### config.mk
export PLATFORM = sky130hd
export DESIGN_NAME = dsf_deck
export DESIGN_NICKNAME = d
export VERILOG_FILES = /design/src/rtl/dsf_pkg.sv /design/src/rtl/dsf_deck.sv
export SDC_FILE = /design/constraint.sdc
export NUM_CORES = 1
export LEC_CHECK = 0
export ABC_AREA = 0
export BUFFER_PORTS_ARGS = -buffer_cell sky130_fd_sc_hd__buf_2
export CAP_MARGIN = 10
export CORE_MARGIN = 5
export CORE_UTILIZATION = 57
export DETAILED_ROUTE_END_ITERATION = 8
export PLACE_DENSITY = 0.89
export SKIP_CTS_REPAIR_TIMING = 1
export SLEW_MARGIN = 20
export SYNTH_ARGS = -nofsm -noshare
export SYNTH_HDL_FRONTEND = slang
export SYNTH_SLANG_ARGS = --single-unit
### constraint.sdc
create_clock -name clk_in -period 6.35 [get_ports clk_in]
set_input_delay 1.905 -clock clk_in [delete_from_list [all_inputs] [get_ports clk_in]]
set_output_delay 1.905 -clock clk_in [all_outputs]
set_load 0.03 [all_outputs]
### src/rtl/dsf_pkg.sv
// Package with constants and carrier types for the deck status and first-seek logic.
`default_nettype none
package dsf_pkg;
    localparam int CLK_HZ = 40_000_000;
    localparam int IRQ_PULSE_NS = 1000;
    localparam int IRQ_PULSE_CYC = (IRQ_PULSE_NS * (CLK_HZ / 1_000_000) + 999) / 1000;
    localparam int BRUSH_S = 60;
    localparam int HOME_MS = 300;
    localparam int ENGAGE_MS = 5;
    localparam int FAIL_MS = 600;
    // The brush period in clock cycles is beyond the range of a 32-bit signed integer.
    localparam longint BRUSH_CYC = longint'(BRUSH_S) * CLK_HZ;
    localparam int HOME_CYC = HOME_MS * (CLK_HZ / 1000);
    localparam int ENGAGE_CYC = (ENGAGE_MS * CLK_HZ + 999) / 1000;
    localparam int FAIL_CYC = FAIL_MS * (CLK_HZ / 1000);
    localparam int DECK_NUM_W = 4;
    localparam int HEAD_W = 8;
    localparam int TMR_W = 32;
    localparam logic [31:0] APB_ERR_DATA = 32'h0000_0000;
    localparam logic [11:0] ADDR_DECK_NUM = 12'h000;
    localparam logic [11:0] ADDR_STATUS = 12'h004;
    localparam int ST_CHOSEN = 0;
    localparam int ST_USABLE = 1;
    localparam int ST_FAULT = 2;
    localparam int ST_REACHED = 3;
    localparam int ST_FAILED = 4;
    localparam int ST_FWD = 5;
    localparam int ST_HOME = 6;
    localparam int ST_PAWL = 7;

    typedef enum logic [1:0] {SPD_FAST, SPD_MEDIUM, SPD_CREEP} dsf_speed_t;

    typedef struct packed {
        logic read_gate;
        logic write_gate;
        logic erase_gate;
        logic [HEAD_W-1:0] head_sel;
        logic write_drv_a;
        logic write_drv_b;
        logic erase_drv;
        logic low_voltage;
    } dsf_rw_t;

    typedef struct packed {
        logic forward;
        dsf_speed_t speed;
        logic pawl_release;
    } dsf_act_t;
endpackage : dsf_pkg
`default_nettype wire

### src/rtl/dsf_deck.sv
// Deck status outputs and power-on first-seek sequence with an APB register port.
//
// The placing of the registers and register access over APB are this design's own decisions.
`default_nettype none
// What this block does
// - Matching pick strobe and number gives acknowledge high if usable, else low.
// - Selected deck passes one index pulse per pack revolution.
// - Any fault raises write fault and blocks write and erase current.
// - Fault on several heads, or read gate with write or erase gate.
// - Fault on erase without write driver, or both writers without eraser.
// - Fault on any read, write or erase gate without track-reached.
// - Usable needs pack in, speed up, heads loaded and on-line switch.
// - Interrupt output is driven whether or not the deck is selected.
// - Interrupt is one microsecond pulse on track-reached onset or seek failure.
// - Usable and interrupt ungated; chosen, index and write fault only from the selected deck.
// - Brush motor start at power-on starts a sixty second cleaning period.
// - At speed, enable next deck power and creep actuator forward home.
// - Brush cycle end sets forward latch for a fast forward head load.
// - Heads-loaded transition sets home-return, clearing forward for fast reverse.
// - Home timer clears home-return, setting forward, medium and creep speed.
// - Leading edge of the first track pulse sets the pawl-release flip-flop.
// - Track-reached follows pawl engagement by a fixed five millisecond delay.
// - Failure timer from heads-loaded reports failure if track-reached is late.
// - Only the deck whose four-line number matches the strobe begins selection.
// - Clear input resets the selected state whenever the clock enable is high.
module dsf_deck
    import dsf_pkg::*;
#(
    parameter longint BRUSH_CYCLES = BRUSH_CYC,
    parameter int HOME_CYCLES = HOME_CYC,
    parameter int ENGAGE_CYCLES = ENGAGE_CYC,
    parameter int FAIL_CYCLES = FAIL_CYC
)(
    input wire logic clk_in,
    input wire logic sys_rst_in,
    input wire logic clk_en_in,
    input wire logic psel_in,
    input wire logic penable_in,
    input wire logic pwrite_in,
    input wire logic [11:0] paddr_in,
    input wire logic [31:0] pwdata_in,
    output logic pready_out,
    output logic pslverr_out,
    output logic [31:0] prdata_out,
    input wire logic pick_strobe_in,
    input wire logic [DECK_NUM_W-1:0] pick_num_in,
    input wire logic clear_in,
    input wire logic pack_in_in,
    input wire logic at_speed_in,
    input wire logic heads_loaded_in,
    input wire logic online_in,
    input wire logic brush_sw_in,
    input wire logic track_pulse_in,
    input wire logic pawl_engaged_in,
    input wire logic index_in,
    input wire dsf_rw_t rw_in,
    output logic chosen_out,
    output logic usable_out,
    output logic index_out,
    output logic write_fault_out,
    output logic irq_out,
    output logic brush_motor_out,
    output logic next_deck_pwr_out,
    output logic actuator_en_out,
    output logic write_cur_en_out,
    output logic erase_cur_en_out,
    output dsf_act_t act_out
);
    typedef enum logic [2:0] {FS_IDLE, FS_BRUSH, FS_LOAD, FS_HOME, FS_CREEP,
                              FS_SETTLE, FS_DONE, FS_FAIL} dsf_fs_t;
    localparam int NSYNC = 7;

    function automatic logic dsf_multi_hot(input logic [HEAD_W-1:0] v);
        return (v & (v - HEAD_W'(1))) != '0;
    endfunction : dsf_multi_hot

    logic [NSYNC-1:0] raw, s1_q, s2_q, s3_q;
    logic pack_s, speed_s, loaded_s, online_s, brush_s, track_s, pawl_s;
    logic loaded_edge, brush_rise, track_rise, pawl_rise, index_rise;
    dsf_fs_t fs_q;
    logic [TMR_W-1:0] tmr_q, fail_q;
    logic [7:0] irq_cnt_q;
    logic fwd_q, medium_q, creep_q, home_q, pawl_q, reached_q, failed_q;
    logic chosen_q, sel_q, fault_raw, usable_raw, index_q, fault_q;
    logic [DECK_NUM_W-1:0] my_num_q;
    logic apb_acc;
    logic fail_hit, reach_hit;

    assign raw = {index_in, pawl_engaged_in, track_pulse_in, brush_sw_in,
                  heads_loaded_in, at_speed_in, pack_in_in & online_in};

    always_ff @(posedge clk_in or posedge sys_rst_in)
        if (sys_rst_in)
        begin
            s1_q <= '0;
            s2_q <= '0;
            s3_q <= '0;
        end
        else if (clk_en_in)
        begin
            s1_q <= raw;
            s2_q <= s1_q;
            s3_q <= s2_q;
        end

    // The third stage only remembers the settled level, so no edge reads a metastable bit.
    assign {pawl_s, track_s, brush_s, loaded_s, speed_s, pack_s} = s2_q[5:0];
    assign online_s = s2_q[0];
    assign loaded_edge = loaded_s ^ s3_q[2];
    assign brush_rise = brush_s & ~s3_q[3];
    assign track_rise = track_s & ~s3_q[4];
    assign pawl_rise = pawl_s & ~s3_q[5];
    assign index_rise = s2_q[6] & ~s3_q[6];

    // Failure outranks a reach in the same cycle, so the deck never reports both.
    assign fail_hit = fail_q == TMR_W'(1) && !reached_q;
    assign reach_hit = fs_q == FS_SETTLE && !failed_q && !pawl_rise && !fail_hit
                       && tmr_q == TMR_W'(1);

    // First-seek sequencer and timers.
    always_ff @(posedge clk_in or posedge sys_rst_in)
        if (sys_rst_in)
        begin
            fs_q <= FS_IDLE;
            tmr_q <= '0;
            fwd_q <= 1'b0;
            medium_q <= 1'b0;
            creep_q <= 1'b0;
            home_q <= 1'b0;
            pawl_q <= 1'b0;
            reached_q <= 1'b0;
        end
        else if (clk_en_in)
        begin
            if (tmr_q != '0)
                tmr_q <= tmr_q - 1'b1;
            case (fs_q)
                FS_IDLE:
                begin
                    tmr_q <= TMR_W'(BRUSH_CYCLES);
                    creep_q <= 1'b1;
                    fs_q <= FS_BRUSH;
                end
                FS_BRUSH:
                    if (brush_rise && speed_s)
                    begin
                        fwd_q <= 1'b1;
                        creep_q <= 1'b0;
                        fs_q <= FS_LOAD;
                    end
                    else if (speed_s)
                        fwd_q <= 1'b1;
                FS_LOAD:
                    if (loaded_edge)
                    begin
                        home_q <= 1'b1;
                        fwd_q <= 1'b0;
                        tmr_q <= TMR_W'(HOME_CYCLES);
                        fs_q <= FS_HOME;
                    end
                FS_HOME:
                    if (tmr_q == TMR_W'(1))
                    begin
                        home_q <= 1'b0;
                        fwd_q <= 1'b1;
                        medium_q <= 1'b1;
                        creep_q <= 1'b1;
                        fs_q <= FS_CREEP;
                    end
                FS_CREEP:
                    if (failed_q)
                        fs_q <= FS_FAIL;
                    else if (track_rise)
                    begin
                        pawl_q <= 1'b1;
                        fs_q <= FS_SETTLE;
                    end
                FS_SETTLE:
                    if (failed_q)
                        fs_q <= FS_FAIL;
                    else if (pawl_rise)
                        tmr_q <= TMR_W'(ENGAGE_CYCLES);
                    else if (reach_hit)
                    begin
                        reached_q <= 1'b1;
                        fs_q <= FS_DONE;
                    end
                FS_DONE: ;
                FS_FAIL: ;
                default: fs_q <= FS_IDLE;
            endcase
        end

    // Failure timer runs from the heads-loaded transfer until track-reached.
    always_ff @(posedge clk_in or posedge sys_rst_in)
        if (sys_rst_in)
        begin
            fail_q <= '0;
            failed_q <= 1'b0;
        end
        else if (clk_en_in)
        begin
            if (fs_q == FS_LOAD && loaded_edge)
                fail_q <= TMR_W'(FAIL_CYCLES);
            else if (fail_q != '0 && !reached_q)
            begin
                fail_q <= fail_q - 1'b1;
                if (fail_hit)
                    failed_q <= 1'b1;
            end
        end

    // One-microsecond interrupt pulse, independent of selection.
    always_ff @(posedge clk_in or posedge sys_rst_in)
        if (sys_rst_in)
            irq_cnt_q <= '0;
        else if (clk_en_in)
        begin
            if (reach_hit || fail_hit)
                irq_cnt_q <= 8'(IRQ_PULSE_CYC);
            else if (irq_cnt_q != '0)
                irq_cnt_q <= irq_cnt_q - 1'b1;
        end

    // Selection; the clear input wins over a pick strobe.
    assign usable_raw = pack_s & speed_s & loaded_s & online_s & s2_q[1];
    always_ff @(posedge clk_in or posedge sys_rst_in)
        if (sys_rst_in)
        begin
            sel_q <= 1'b0;
            chosen_q <= 1'b0;
        end
        else if (clk_en_in)
        begin
            if (clear_in)
            begin
                sel_q <= 1'b0;
                chosen_q <= 1'b0;
            end
            else if (pick_strobe_in && pick_num_in == my_num_q)
            begin
                sel_q <= 1'b1;
                chosen_q <= usable_raw;
            end
            else if (pick_strobe_in)
            begin
                sel_q <= 1'b0;
                chosen_q <= 1'b0;
            end
        end

    always_comb
    begin
        fault_raw = rw_in.low_voltage;
        fault_raw |= dsf_multi_hot(rw_in.head_sel);
        fault_raw |= rw_in.read_gate & (rw_in.write_gate | rw_in.erase_gate);
        fault_raw |= rw_in.erase_gate & ~(rw_in.write_drv_a | rw_in.write_drv_b);
        fault_raw |= rw_in.erase_gate & rw_in.write_drv_a & rw_in.write_drv_b
                     & ~rw_in.erase_drv;
        fault_raw |= (rw_in.read_gate | rw_in.write_gate | rw_in.erase_gate)
                     & ~reached_q;
    end

    always_ff @(posedge clk_in or posedge sys_rst_in)
        if (sys_rst_in)
        begin
            fault_q <= 1'b0;
            index_q <= 1'b0;
        end
        else if (clk_en_in)
        begin
            fault_q <= fault_raw;
            index_q <= index_rise;
        end

    assign chosen_out = chosen_q;
    assign usable_out = usable_raw;
    assign irq_out = irq_cnt_q != '0;
    assign index_out = index_q & sel_q;
    assign write_fault_out = fault_q & sel_q;
    assign write_cur_en_out = rw_in.write_gate & ~fault_raw & ~fault_q;
    assign erase_cur_en_out = rw_in.erase_gate & ~fault_raw & ~fault_q;
    assign brush_motor_out = fs_q == FS_BRUSH && tmr_q != '0;
    assign next_deck_pwr_out = speed_s;
    assign actuator_en_out = speed_s;
    assign act_out = '{forward: fwd_q,
                       speed: creep_q ? SPD_CREEP : (medium_q ? SPD_MEDIUM : SPD_FAST),
                       pawl_release: pawl_q};

    // APB slave with zero wait states; unmapped addresses give an error.
    // Read data is latched in the setup cycle, so it stands through the whole access phase.
    assign apb_acc = psel_in & penable_in;
    assign pready_out = 1'b1;
    assign pslverr_out = apb_acc && paddr_in != ADDR_DECK_NUM && paddr_in != ADDR_STATUS;
    always_ff @(posedge clk_in or posedge sys_rst_in)
        if (sys_rst_in)
            my_num_q <= '0;
        else if (clk_en_in && apb_acc && pwrite_in && paddr_in == ADDR_DECK_NUM)
            my_num_q <= pwdata_in[DECK_NUM_W-1:0];

    always_ff @(posedge clk_in or posedge sys_rst_in)
        if (sys_rst_in)
            prdata_out <= '0;
        else if (clk_en_in && psel_in && !penable_in && !pwrite_in)
        begin
            prdata_out <= APB_ERR_DATA;
            if (paddr_in == ADDR_DECK_NUM)
                prdata_out[DECK_NUM_W-1:0] <= my_num_q;
            else if (paddr_in == ADDR_STATUS)
            begin
                prdata_out[ST_CHOSEN] <= chosen_q;
                prdata_out[ST_USABLE] <= usable_raw;
                prdata_out[ST_FAULT] <= fault_q;
                prdata_out[ST_REACHED] <= reached_q;
                prdata_out[ST_FAILED] <= failed_q;
                prdata_out[ST_FWD] <= fwd_q;
                prdata_out[ST_HOME] <= home_q;
                prdata_out[ST_PAWL] <= pawl_q;
            end
        end
endmodule : dsf_deck
`default_nettype wire

==> run_summary.xml, run 1 <==
<?xml version="1.0" encoding="UTF-8"?>
<metrics>
  <group name="power">
    <metric name="pwr-share-clk" unit="%">31.1</metric>
    <metric name="intPower" unit="mW">1.76</metric>
    <metric name="pwr-share-comb" unit="%">27.4</metric>
    <metric name="power.net_switching" unit="mW">1.00</metric>
    <metric name="netSwitchingFraction" unit="%">36.2</metric>
    <metric name="share_seq_of_total_power" unit="%">41.5</metric>
    <metric name="peakVddDrop" unit="mV">0.172</metric>
    <metric name="power_leakage" unit="nW">3.33</metric>
    <metric name="power.density_cell_area" unit="nW/um^2">349</metric>
  </group>
  <group name="grt">
    <metric name="global_route.overflow_total" unit="">0</metric>
    <metric name="largest_net_degree_at_the_start_of_global_routing" unit="">73</metric>
    <metric name="grt_first_pass_wirelength" unit="um">30000</metric>
    <metric name="grt_usage" unit="%">25.4</metric>
    <metric name="antenna_found_initial" unit="">0</metric>
    <metric name="first_global_vias" unit="">6100</metric>
  </group>
  <group name="routing">
    <metric name="vias_per_cell" unit="">6.65</metric>
    <metric name="route.vias.total" unit="">6635</metric>
    <metric name="wire_per_inst" unit="um">18.3</metric>
    <metric name="route.detailed.drc" unit="">0</metric>
    <metric name="detailedRoute.firstPassIterationCount" unit="">5</metric>
    <metric name="drtIter0Drc" unit="">865</metric>
    <metric name="route.final.wire_length" unit="um">18200</metric>
    <metric name="ant_nets" unit="">0</metric>
  </group>
  <group name="sta">
    <metric name="whs" unit="ns">0.464</metric>
    <metric name="tns" unit="ns">0</metric>
    <metric name="setup_viol_count_final" unit="">0</metric>
    <metric name="report.final.hold_viol_count" unit="">0</metric>
    <metric name="final_period_minus_worst_setup_slack" unit="ns">5.49</metric>
    <metric name="relSlewSlack" unit="%">28.3</metric>
    <metric name="worstMarginPinSlew" unit="ns">1.06</metric>
    <metric name="clock-skew-final" unit="ns">0.00913</metric>
    <metric name="fmaxAchievable" unit="MHz">182</metric>
    <metric name="final-max-slew-violation-count" unit="">0</metric>
    <metric name="final_cycle_utilization_of_the_critical_path" unit="%">86.5</metric>
    <metric name="rsz0062_at_grt" unit="">false</metric>
  </group>
  <group name="yosys">
    <metric name="synth.yosys.warnings" unit="">0</metric>
    <metric name="syn_area" unit="sq um">7060</metric>
    <metric name="post_synth_num_cell_types" unit="">75</metric>
    <metric name="postSynth.asyncResetShare" unit="%">100</metric>
    <metric name="ys_ff_latch" unit="">117</metric>
    <metric name="synth.yosys.seq_area_share" unit="%">41.5</metric>
    <metric name="synth_edf_count" unit="">0</metric>
    <metric name="postSynth.topFlopCell" unit="">dfrtp_1</metric>
    <metric name="synth_cells" unit="">769</metric>
    <metric name="avgSynthCellArea" unit="sq um">9.18</metric>
  </group>
  <group name="cts">
    <metric name="cts_made_buffers" unit="">17</metric>
    <metric name="clock_tree.htree_level_count" unit="">4</metric>
    <metric name="clock_insertion_delay_worst_skew" unit="ns">0.42</metric>
    <metric name="tritoncts" unit="">built</metric>
    <metric name="buffers_from_clock_root_to_sink_at_most" unit="">2</metric>
    <metric name="cts.reportedPaths.clkPinSlew" unit="ns">0.05</metric>
    <metric name="clock_sinks" unit="">117</metric>
    <metric name="cts-root-buf" unit="">clkbuf_16</metric>
  </group>
  <group name="floorplanning">
    <metric name="ioPinCount" unit="">127</metric>
    <metric name="fp.dieH" unit="um">121</metric>
    <metric name="die_area" unit="sq um">14700</metric>
    <metric name="core-area" unit="sq um">12100</metric>
    <metric name="floorplan.initialDensity" unit="%">58.5</metric>
    <metric name="number_of_cell_rows" unit="">40</metric>
    <metric name="die_w" unit="um">121</metric>
  </group>
  <group name="worst_setup_path">
    <metric name="timing.critical_path.max_delay_family" unit="">simple AND/OR/NAND/NOR gates</metric>
    <metric name="worst-setup-path-type" unit="">input port to output port</metric>
    <metric name="arrival" unit="ns">3.59</metric>
    <metric name="worst_r2r_setup_slack" unit="ns">3.22</metric>
    <metric name="startpoint_type" unit="">input port</metric>
    <metric name="r2r-end" unit="">fail_q[18]</metric>
    <metric name="worstPathRequired" unit="ns">4.45</metric>
    <metric name="worstRegToRegCells" unit="">5</metric>
    <metric name="critical_path.max_stage_delay" unit="ns">0.55</metric>
    <metric name="timing.critical_path.mode_cell" unit="">buf_2</metric>
    <metric name="timing.critical_path.fanout_max" unit="">4</metric>
    <metric name="bufs_and_invs_on_worst_path" unit="">2</metric>
    <metric name="crit-reg2reg-launch" unit="">fs_q[0]</metric>
    <metric name="crit_path_start" unit="">rw_in[4]</metric>
    <metric name="crit_path_cell_trace" unit="">buf_2 &gt; or4_1 &gt; o32a_1 &gt; a221oi_1 &gt; nand2_1 &gt; nor3b_1 &gt; buf_2</metric>
    <metric name="critPathCaptureType" unit="">output port</metric>
    <metric name="crit_path_top_delay_cell" unit="">or4_1</metric>
  </group>
  <group name="finish">
    <metric name="num-fill-cells" unit="">980</metric>
    <metric name="final_layout_size_suffix_gt1_share" unit="%">18.1</metric>
    <metric name="fin_nets" unit="">904</metric>
    <metric name="area_growth" unit="%">12.1</metric>
    <metric name="antenna_cells" unit="">0</metric>
  </group>
  <group name="hold_path">
    <metric name="worst_hold_path_ep" unit="">medium_q</metric>
    <metric name="worst_hold_path_type" unit="">flip-flop to flip-flop</metric>
    <metric name="timing.hold.worst.start" unit="">medium_q</metric>
    <metric name="whs_path_depth" unit="">1</metric>
  </group>
  <group name="outcome">
    <metric name="outcome" unit="">completed</metric>
  </group>
  <group name="place">
    <metric name="io_buffers" unit="">73</metric>
    <metric name="dp_hpwl" unit="um">12300</metric>
    <metric name="gpl.final_weighted_congestion" unit="">0.889</metric>
  </group>
  <group name="run">
    <metric name="max-cap-violations" unit="">0</metric>
  </group>
</metrics>
[layout by cell type, fill, tap and decap left out, types with 15 or more instances in the layout]
cell type / count
a21oi_1: 26
a31oi_1: 15
buf_2: 73
clkbuf_16: 17
conb_1: 25
dfrtp_1: 117
inv_1: 31
mux2_2: 21
nand2_1: 55
nand3_1: 31
nand4_1: 18
nor2_1: 39
nor3_1: 25
nor4_1: 23
o21ai_0: 33
o31ai_1: 32
or3_1: 21
or4_1: 34
[metrics by stage]
| step | power, mW | cell area [sq um] | util, % | cells | worst slack (ns) |
|---|---|---|---|---|---|
| final | 2.76 | 7910 | 65.6 | 997 | 0.859 |
| after global routing | 2.92 | 7910 | 65.6 | 997 | 0.712 |
| after CTS | 2.76 | 7910 | 65.6 | 997 | 0.866 |
| after detailed placement | 1.89 | 7390 | 61.2 | 968 | 0.875 |
| after global placement | 1.85 | 7390 | 61.2 | 968 | 0.887 |
| after floorplan | 1.70 | 7140 | - | 792 | 0.727 |
[cell usage after synthesis (all sizes together), types with 10 or more instances]
cell	number	area share, %
o211ai	10	1.1
mux2	21	3.4
a31oi	15	1.3
nand4	18	1.6
dfrtp	117	41
or4	35	3.8
or3	21	1.9
nor2	39	2.1
clkbuf	37	2.0
o21ai	33	2.3
buf	35	3.6
nand2	55	2.9
nand2b	10	0.89
nor4	25	2.3
nor3	26	1.9
nand3	31	2.2
o31ai	32	3.4
inv	32	1.7
a21oi	26	1.8
[flip-flops by register name, summed over array words and instances, names as in the netlist, 3 cells and up]
signal / flops
fail_q: 32
tmr_q: 32
irq_cnt_q: 8
prdata_out: 8
s1_q: 7
s2_q: 7
s3_q: 5
my_num_q: 4
fs_q: 3
[routing by layer]
metal	global-route usage [%]	wire, um
met5	0	0
met4	10.5	404
met3	6.06	1810
met2	38.3	8320
met1	35.3	7690
[layout make-up]
type	instances	area, sq um	area share (%)
clock buffer	24	502	6.34
multi-input combinational	571	3710	46.9
timing repair buffer	80	418	5.28
sequential	117	2930	37.0
tap	168	210	2.66
clock inverter	5	25.0	0.316
inverter	32	123	1.55
[logic make-up (layout without fill, tap and decap cells)]
kind of cell	Yosys count	after routing	share of synthesized area, %
buffers and inverters	104	141	7.29
and+or+nand+nor	310	310	24.9
xor gates and xnor gates	7	7	0.869
muxes	29	29	4.49
adders and majority gates	6	6	1.06
AOI/OAI and AO/OA	194	194	19.8
other	2	25	0.106
DFF	117	117	41.5
[worst max-delay path by stage]
stage | to | slack [ns] | cells past startpoint
finish | erase_cur_en_out | 0.86 | 7
global route | erase_cur_en_out | 0.71 | 7
CTS | erase_cur_en_out | 0.87 | 7
detailed placement | erase_cur_en_out | 0.87 | 7
global placement | write_cur_en_out | 0.89 | 7
floorplan | erase_cur_en_out | 0.73 | 5
[power groups by stage]
stage	Sequential, mW	Clock [mW]	Combinational (mW)
2_1_floorplan	1.07	0	0.631
3_3_place_gp	1.14	0	0.710
3_5_place_dp	1.15	0	0.741
4_1_cts	1.14	0.872	0.747
5_1_grt	1.18	0.903	0.842
6_report	1.15	0.861	0.756
No activity file was read; power rests on OpenSTA's default activity.
==> run 2: changes to the inputs <==
- ABC_AREA: 0 -> 1
- CORE_UTILIZATION: 57 -> 42
- PLACE_DENSITY: 0.89 -> 0.71
==> run_summary.xml, run 2 <==
<?xml version="1.0" encoding="UTF-8"?>
<metrics>
  <group name="cts">
    <metric name="cts-root-buf" unit="">clkbuf_16</metric>
    <metric name="tritoncts" unit="">built</metric>
    <metric name="cts_made_buffers" unit="">17</metric>
    <metric name="clock_sinks" unit="">117</metric>
    <metric name="buffers_from_clock_root_to_sink_at_most" unit="">2</metric>
    <metric name="cts.reportedPaths.clkPinSlew" unit="ns">0.06</metric>
    <metric name="clock_insertion_delay_worst_skew" unit="ns">0.42</metric>
    <metric name="clock_tree.htree_level_count" unit="">4</metric>
  </group>
  <group name="worst_setup_path">
    <metric name="timing.critical_path.fanout_max" unit="">2</metric>
    <metric name="worst-setup-path-type" unit="">input port to output port</metric>
    <metric name="critPathCaptureType" unit="">output port</metric>
    <metric name="startpoint_type" unit="">input port</metric>
    <metric name="worstRegToRegCells" unit="">12</metric>
    <metric name="arrival" unit="ns">3.31</metric>
    <metric name="worstPathRequired" unit="ns">4.45</metric>
  </group>
  <group name="routing">
    <metric name="vias_per_cell" unit="">5.12</metric>
    <metric name="route.vias.total" unit="">6476</metric>
    <metric name="drtIter0Drc" unit="">510</metric>
    <metric name="route.final.wire_length" unit="um">17900</metric>
    <metric name="wire_per_inst" unit="um">14.2</metric>
    <metric name="route.detailed.drc" unit="">0</metric>
    <metric name="ant_nets" unit="">0</metric>
    <metric name="detailedRoute.firstPassIterationCount" unit="">5</metric>
  </group>
  <group name="run">
    <metric name="max-cap-violations" unit="">0</metric>
  </group>
  <group name="sta">
    <metric name="clock-skew-final" unit="ns">0.00447</metric>
    <metric name="relSlewSlack" unit="%">48.9</metric>
    <metric name="fmaxAchievable" unit="MHz">192</metric>
    <metric name="final_period_minus_worst_setup_slack" unit="ns">5.22</metric>
    <metric name="worstMarginPinSlew" unit="ns">0.767</metric>
    <metric name="final_cycle_utilization_of_the_critical_path" unit="%">82.2</metric>
    <metric name="tns" unit="ns">0</metric>
    <metric name="rsz0062_at_grt" unit="">false</metric>
    <metric name="whs" unit="ns">0.457</metric>
    <metric name="final-max-slew-violation-count" unit="">0</metric>
    <metric name="setup_viol_count_final" unit="">0</metric>
    <metric name="report.final.hold_viol_count" unit="">0</metric>
  </group>
  <group name="finish">
    <metric name="most-common-layout-cells" unit="">199 x nand2_1, 145 x nor2_1, 117 x dfrtp_1</metric>
    <metric name="num-fill-cells" unit="">1632</metric>
    <metric name="final_common_cell" unit="">nand2_1</metric>
    <metric name="final_cell_area" unit="sq um">8300</metric>
    <metric name="area_growth" unit="%">15.3</metric>
    <metric name="antenna_cells" unit="">0</metric>
    <metric name="final_layout_size_suffix_gt1_share" unit="%">15.7</metric>
    <metric name="largest_registers" unit="">fail_q: 32 flops, tmr_q: 32 flops</metric>
    <metric name="fin_nets" unit="">1117</metric>
  </group>
  <group name="yosys">
    <metric name="largest_family_of_logic_cells_by_synthesized_area" unit="">simple AND/OR/NAND/NOR gates</metric>
    <metric name="synth_compound_area_share" unit="%">11.7</metric>
    <metric name="synth.most_common_cell" unit="">nand2_1</metric>
    <metric name="synthMuxAreaShare" unit="%">0.939</metric>
    <metric name="synth.yosys.seq_area_share" unit="%">40.7</metric>
    <metric name="synth_edf_count" unit="">0</metric>
    <metric name="synth_cells" unit="">962</metric>
    <metric name="postSynth.asyncResetShare" unit="%">100</metric>
    <metric name="most_area_consuming_cells_after_synthesis" unit="">dfrtp_1 41%, nand2_1 10%, nor2_1 7.6%</metric>
    <metric name="ys_ff_latch" unit="">117</metric>
    <metric name="post_synth_and_or_nand_nor_area_fraction" unit="%">30.6</metric>
    <metric name="netlist_top_cells_count" unit="">199 x nand2_1, 145 x nor2_1, 117 x dfrtp_1</metric>
    <metric name="post_synth_num_cell_types" unit="">51</metric>
    <metric name="postSynth.topFlopCell" unit="">dfrtp_1</metric>
    <metric name="yosys.area_share.adder" unit="%">1.04</metric>
    <metric name="syn_area" unit="sq um">7200</metric>
    <metric name="yosys.area.top_type" unit="">dfrtp_1</metric>
    <metric name="synthXorXnorAreaFrac" unit="%">4.62</metric>
    <metric name="synth_top_cell_area_share" unit="%">40.7</metric>
    <metric name="synth.yosys.warnings" unit="">0</metric>
    <metric name="avgSynthCellArea" unit="sq um">7.48</metric>
  </group>
  <group name="grt">
    <metric name="first_global_vias" unit="">6200</metric>
    <metric name="antenna_found_initial" unit="">0</metric>
    <metric name="grt_usage" unit="%">18.2</metric>
    <metric name="grt_first_pass_wirelength" unit="um">29800</metric>
    <metric name="global_route.overflow_total" unit="">0</metric>
    <metric name="largest_net_degree_at_the_start_of_global_routing" unit="">85</metric>
  </group>
  <group name="power">
    <metric name="intPower" unit="mW">1.78</metric>
    <metric name="power.total" unit="mW">2.59</metric>
    <metric name="share_seq_of_total_power" unit="%">36.7</metric>
    <metric name="power_leakage" unit="nW">4.18</metric>
    <metric name="pwr-share-clk" unit="%">42.3</metric>
    <metric name="power.net_switching" unit="uW">816</metric>
    <metric name="peakVddDrop" unit="mV">0.224</metric>
    <metric name="pwr-share-comb" unit="%">21.1</metric>
    <metric name="power.density_cell_area" unit="nW/um^2">312</metric>
    <metric name="netSwitchingFraction" unit="%">31.5</metric>
  </group>
  <group name="floorplanning">
    <metric name="number_of_cell_rows" unit="">47</metric>
    <metric name="ioPinCount" unit="">127</metric>
    <metric name="floorplan.initialDensity" unit="%">43.1</metric>
    <metric name="die_w" unit="um">141</metric>
    <metric name="die_area" unit="sq um">19900</metric>
    <metric name="fp.dieH" unit="um">141</metric>
    <metric name="core-area" unit="sq um">16700</metric>
  </group>
  <group name="outcome">
    <metric name="outcome" unit="">completed</metric>
  </group>
  <group name="place">
    <metric name="placed_area" unit="sq um">7630</metric>
    <metric name="dp_hpwl" unit="um">13000</metric>
    <metric name="gpl.final_weighted_congestion" unit="">0.893</metric>
    <metric name="io_buffers" unit="">73</metric>
  </group>
  <group name="hold_path">
    <metric name="whs_path_depth" unit="">1</metric>
    <metric name="worst_hold_path_type" unit="">flip-flop to flip-flop</metric>
  </group>
</metrics>
[run 2: cell types whose count changed after synthesis, moves of 24 or more]
cell / previous run / this run
inv_1: 32 / 102
clkbuf_1: 36 / 9
nand2_1: 55 / 199
or4_1: 34 / 0
nand3_1: 31 / 55
nor2_1: 39 / 145
[run 2: cell type report]
class | instances | area [sq um] | area share, %
inverters | 114 | 435 | 5.24
flip-flops and latches | 117 | 2930 | 35.3
multi-input cells | 707 | 3610 | 43.5
clock inverters | 13 | 228 | 2.74
repair buffers | 75 | 380 | 4.58
clock buffers | 19 | 443 | 5.34
well taps | 220 | 275 | 3.32
[run 2: kinds of logic (layout without fill, tap and decap cells)]
| family | after synthesis | after routing |
|---|---|---|
| other | 2 | 25 |
| XOR/XNOR | 38 | 38 |
| multiplexers | 6 | 6 |
| AO/OA/AOI/OAI | 144 | 144 |
| buffers and inverters | 161 | 221 |
| AND/OR/NAND/NOR | 488 | 488 |
| flip-flops | 117 | 117 |
| adder cells (fa/ha/maj) | 6 | 6 |
[run 2: metal layers]
layer,part of all wire [%],track usage [%]
met5,0,0
met1,45,24.2
met2,49,30.4
met4,1.2,4.90
met3,5.0,3.66
[run 2: path summary, 6_finish.rpt]
check / from / end / slack (ns)
setup / recovery: rw_in[4] / erase_cur_en_out / 1.13
hold / removal: s3_q[6] / index_q / 0.46
setup reg to reg: fs_q[0] / fail_q[12] / 3.80
hold reg to reg: s3_q[6] / index_q / 0.46
max in group asynchronous: sys_rst_in / home_q / 3.80
min in group asynchronous: sys_rst_in / fail_q[7] / 1.64
[run 2: critical path, stage by stage]
cell	delay (ns)
buf_2	0.10
nor2_1	0.13
nand2_1	0.09
nand2_1	0.06
nand2_1	0.05
a2111oi_0	0.45
nand3_1	0.20
nor2_1	0.12
buf_2	0.20
[run 2: power by group through the flow]
stage / combinational [mW] / clock (mW) / sequential, mW
after floorplan: 0.452 / 0 / 0.934
after global placement: 0.530 / 0 / 0.956
after detailed placement: 0.543 / 0 / 0.958
after CTS: 0.547 / 1.11 / 0.949
after global routing: 0.637 / 1.14 / 0.967
final: 0.546 / 1.10 / 0.951
[run 2: through the flow]
step | setup slack, ns | std cells | utilization, %
3_5_place_dp | 1.18 | 1233 | 45.7
3_3_place_gp | 1.14 | 1233 | 45.7
5_1_grt | 1.03 | 1265 | 49.7
4_1_cts | 1.16 | 1265 | 49.7
6_report | 1.13 | 1265 | 49.7
2_1_floorplan | 1.31 | 985 | -
==> run 3: changes to the inputs <==
- clock period: 6.35 -> 4.81 ns (I/O delays scaled with it)
==> run_summary.xml, run 3 (synthesized netlist as in run 2, its figures left out) <==
<?xml version="1.0" encoding="UTF-8"?>
<metrics>
  <group name="floorplanning">
    <metric name="number_of_cell_rows" unit="">47</metric>
    <metric name="fp.dieH" unit="um">141</metric>
    <metric name="ioPinCount" unit="">127</metric>
    <metric name="die_area" unit="sq um">19900</metric>
    <metric name="floorplan.initialDensity" unit="%">43.1</metric>
    <metric name="die_w" unit="um">141</metric>
    <metric name="core-area" unit="sq um">16700</metric>
  </group>
  <group name="worst_setup_path">
    <metric name="worst-setup-path-type" unit="">input port to output port</metric>
    <metric name="crit-reg2reg-launch" unit="">fs_q[0]</metric>
    <metric name="critPathCaptureType" unit="">output port</metric>
    <metric name="bufs_and_invs_on_worst_path" unit="">2</metric>
    <metric name="crit_path_start" unit="">rw_in[4]</metric>
    <metric name="crit_path_cell_trace" unit="">buf_2 &gt; nor2_1 &gt; nand2_1 &gt; nand2_1 &gt; nand2_1 &gt; a2111oi_0 &gt; nand3_1 &gt; nor2_1 &gt; buf_2</metric>
    <metric name="timing.critical_path.mode_cell" unit="">nand2_1</metric>
    <metric name="crit_path_top_delay_cell" unit="">a2111oi_0</metric>
    <metric name="timing.critical_path.max_delay_family" unit="">simple AND/OR/NAND/NOR gates</metric>
    <metric name="startpoint_type" unit="">input port</metric>
    <metric name="arrival" unit="ns">2.91</metric>
    <metric name="timing.critical_path.fanout_max" unit="">2</metric>
    <metric name="critical_path.max_stage_delay" unit="ns">0.46</metric>
    <metric name="worstPathRequired" unit="ns">3.37</metric>
  </group>
  <group name="finish">
    <metric name="most-common-layout-cells" unit="">199 x nand2_1, 145 x nor2_1, 117 x dfrtp_1</metric>
    <metric name="area.sequential" unit="sq um">2930</metric>
    <metric name="multi_input_comb_area" unit="sq um">3610</metric>
    <metric name="fin_nets" unit="">1118</metric>
    <metric name="area_growth" unit="%">14.7</metric>
    <metric name="final_layout_size_suffix_gt1_share" unit="%">15.8</metric>
    <metric name="final_common_cell" unit="">nand2_1</metric>
    <metric name="largest_registers" unit="">fail_q: 32 flops, tmr_q: 32 flops</metric>
    <metric name="num-fill-cells" unit="">1644</metric>
    <metric name="antenna_cells" unit="">0</metric>
  </group>
  <group name="outcome">
    <metric name="outcome" unit="">completed</metric>
  </group>
  <group name="sta">
    <metric name="report.final.hold_viol_count" unit="">0</metric>
    <metric name="final-max-slew-violation-count" unit="">0</metric>
    <metric name="whs" unit="ns">0.458</metric>
    <metric name="clock-skew-final" unit="ns">0.00762</metric>
    <metric name="setup_viol_count_final" unit="">0</metric>
    <metric name="final_critical_path_setup_slack" unit="ns">0.460</metric>
    <metric name="fmaxAchievable" unit="MHz">230</metric>
    <metric name="tns" unit="ns">0</metric>
    <metric name="worstMarginPinSlew" unit="ns">0.877</metric>
    <metric name="final_period_minus_worst_setup_slack" unit="ns">4.35</metric>
    <metric name="relSlewSlack" unit="%">41.5</metric>
    <metric name="final_cycle_utilization_of_the_critical_path" unit="%">90.4</metric>
    <metric name="rsz0062_at_grt" unit="">false</metric>
  </group>
  <group name="routing">
    <metric name="ant_nets" unit="">0</metric>
    <metric name="detailedRoute.firstPassIterationCount" unit="">5</metric>
    <metric name="route.final.wire_length" unit="um">17400</metric>
    <metric name="route.vias.total" unit="">6347</metric>
    <metric name="wire_per_inst" unit="um">13.8</metric>
    <metric name="drtIter0Drc" unit="">533</metric>
    <metric name="vias_per_cell" unit="">5.01</metric>
    <metric name="route.detailed.drc" unit="">0</metric>
  </group>
  <group name="cts">
    <metric name="buffers_from_clock_root_to_sink_at_most" unit="">2</metric>
    <metric name="tritoncts" unit="">built</metric>
    <metric name="cts.reportedPaths.clkPinSlew" unit="ns">0.05</metric>
    <metric name="cts_made_buffers" unit="">17</metric>
    <metric name="clock_sinks" unit="">117</metric>
    <metric name="clock_insertion_delay_worst_skew" unit="ns">0.43</metric>
    <metric name="cts-root-buf" unit="">clkbuf_16</metric>
    <metric name="clock_tree.htree_level_count" unit="">4</metric>
  </group>
  <group name="place">
    <metric name="gpl.final_weighted_congestion" unit="">0.951</metric>
    <metric name="io_buffers" unit="">73</metric>
    <metric name="dp_hpwl" unit="um">12900</metric>
    <metric name="place_ws" unit="ns">0.504</metric>
  </group>
  <group name="power">
    <metric name="power.density_cell_area" unit="nW/um^2">398</metric>
    <metric name="power_leakage" unit="nW">4.15</metric>
    <metric name="peakVddDrop" unit="mV">0.309</metric>
  </group>
  <group name="grt">
    <metric name="first_global_vias" unit="">5967</metric>
    <metric name="largest_net_degree_at_the_start_of_global_routing" unit="">71</metric>
    <metric name="antenna_found_initial" unit="">0</metric>
    <metric name="grt_first_pass_wirelength" unit="um">29200</metric>
    <metric name="global_route.overflow_total" unit="">0</metric>
    <metric name="grt_usage" unit="%">18.0</metric>
  </group>
  <group name="run">
    <metric name="max-cap-violations" unit="">0</metric>
  </group>
  <group name="hold_path">
    <metric name="worst_hold_path_type" unit="">flip-flop to flip-flop</metric>
    <metric name="timing.hold.worst.start" unit="">s3_q[6]</metric>
  </group>
</metrics>
run 3: cell count changes in the layout (fill, tap and decap cells not counted):
cell	before	now
bufinv_16	6	3
inv_6	2	1
inv_4	1	2
buf_12	0	1
clkinvlp_4	2	4
clkbuf_8	1	2
run 3: final timing paths:
check	slack (ns)	to	cells after the start
worst max-delay path	0.46	erase_cur_en_out	9
worst min-delay path	0.46	index_q	1
worst max register to register	2.29	fail_q[12]	12
worst min register to register	0.46	index_q	1
max in group asynchronous	2.83	tmr_q[22]	3
min in group asynchronous	1.22	fail_q[6]	2
run 3: layout make-up:
| cell class | instances | area share (%) |
|---|---|---|
| multi-input cells | 707 | 43.7 |
| clock buffers | 20 | 5.53 |
| repair buffers | 76 | 4.85 |
| well taps | 220 | 3.33 |
| flip-flops and latches | 117 | 35.5 |
| clock inverters | 12 | 1.85 |
| inverters | 114 | 5.24 |
run 3: per-stage QoR:
| stage | std cells | utilization [%] | cell area, sq um | power [mW] |
|---|---|---|---|---|
| floorplan | 985 | - | 7280 | 1.83 |
| global placement | 1234 | 45.8 | 7650 | 1.97 |
| detailed placement | 1234 | 45.8 | 7650 | 1.98 |
| CTS | 1266 | 49.4 | 8260 | 3.30 |
| global route | 1266 | 49.4 | 8260 | 3.49 |
| finish | 1266 | 49.4 | 8260 | 3.29 |
run 3: worst register-to-register path: stages, from the launching register on:
cell and delay (ns):
dfrtp_1 0.43, inv_2 0.08, nand2_1 0.08, nor2_2 0.16, inv_2 0.09, nor2_4 0.48, inv_2 0.16, nand2_2 0.12
nand2_4 0.25, inv_4 0.31, nand3_1 0.10, nand2_1 0.07, nand3_1 0.07
run 3: layer usage:
layer  part of all wire [%]  track usage, %  up-vias
met1                     47            24.3     2960
met5                      0               0        -
met4                    1.3            5.05        0
li1                       -               -     3234
met2                     47            29.1      132
met3                    4.8            4.33       21
run 3: report_power, final:
group	switching (mW)	internal [mW]	total [mW]
Combinational	0.477	0.250	0.726
Sequential	0.134	1.12	1.25
Clock	0.473	0.840	1.31
Total	1.08	2.20	3.29
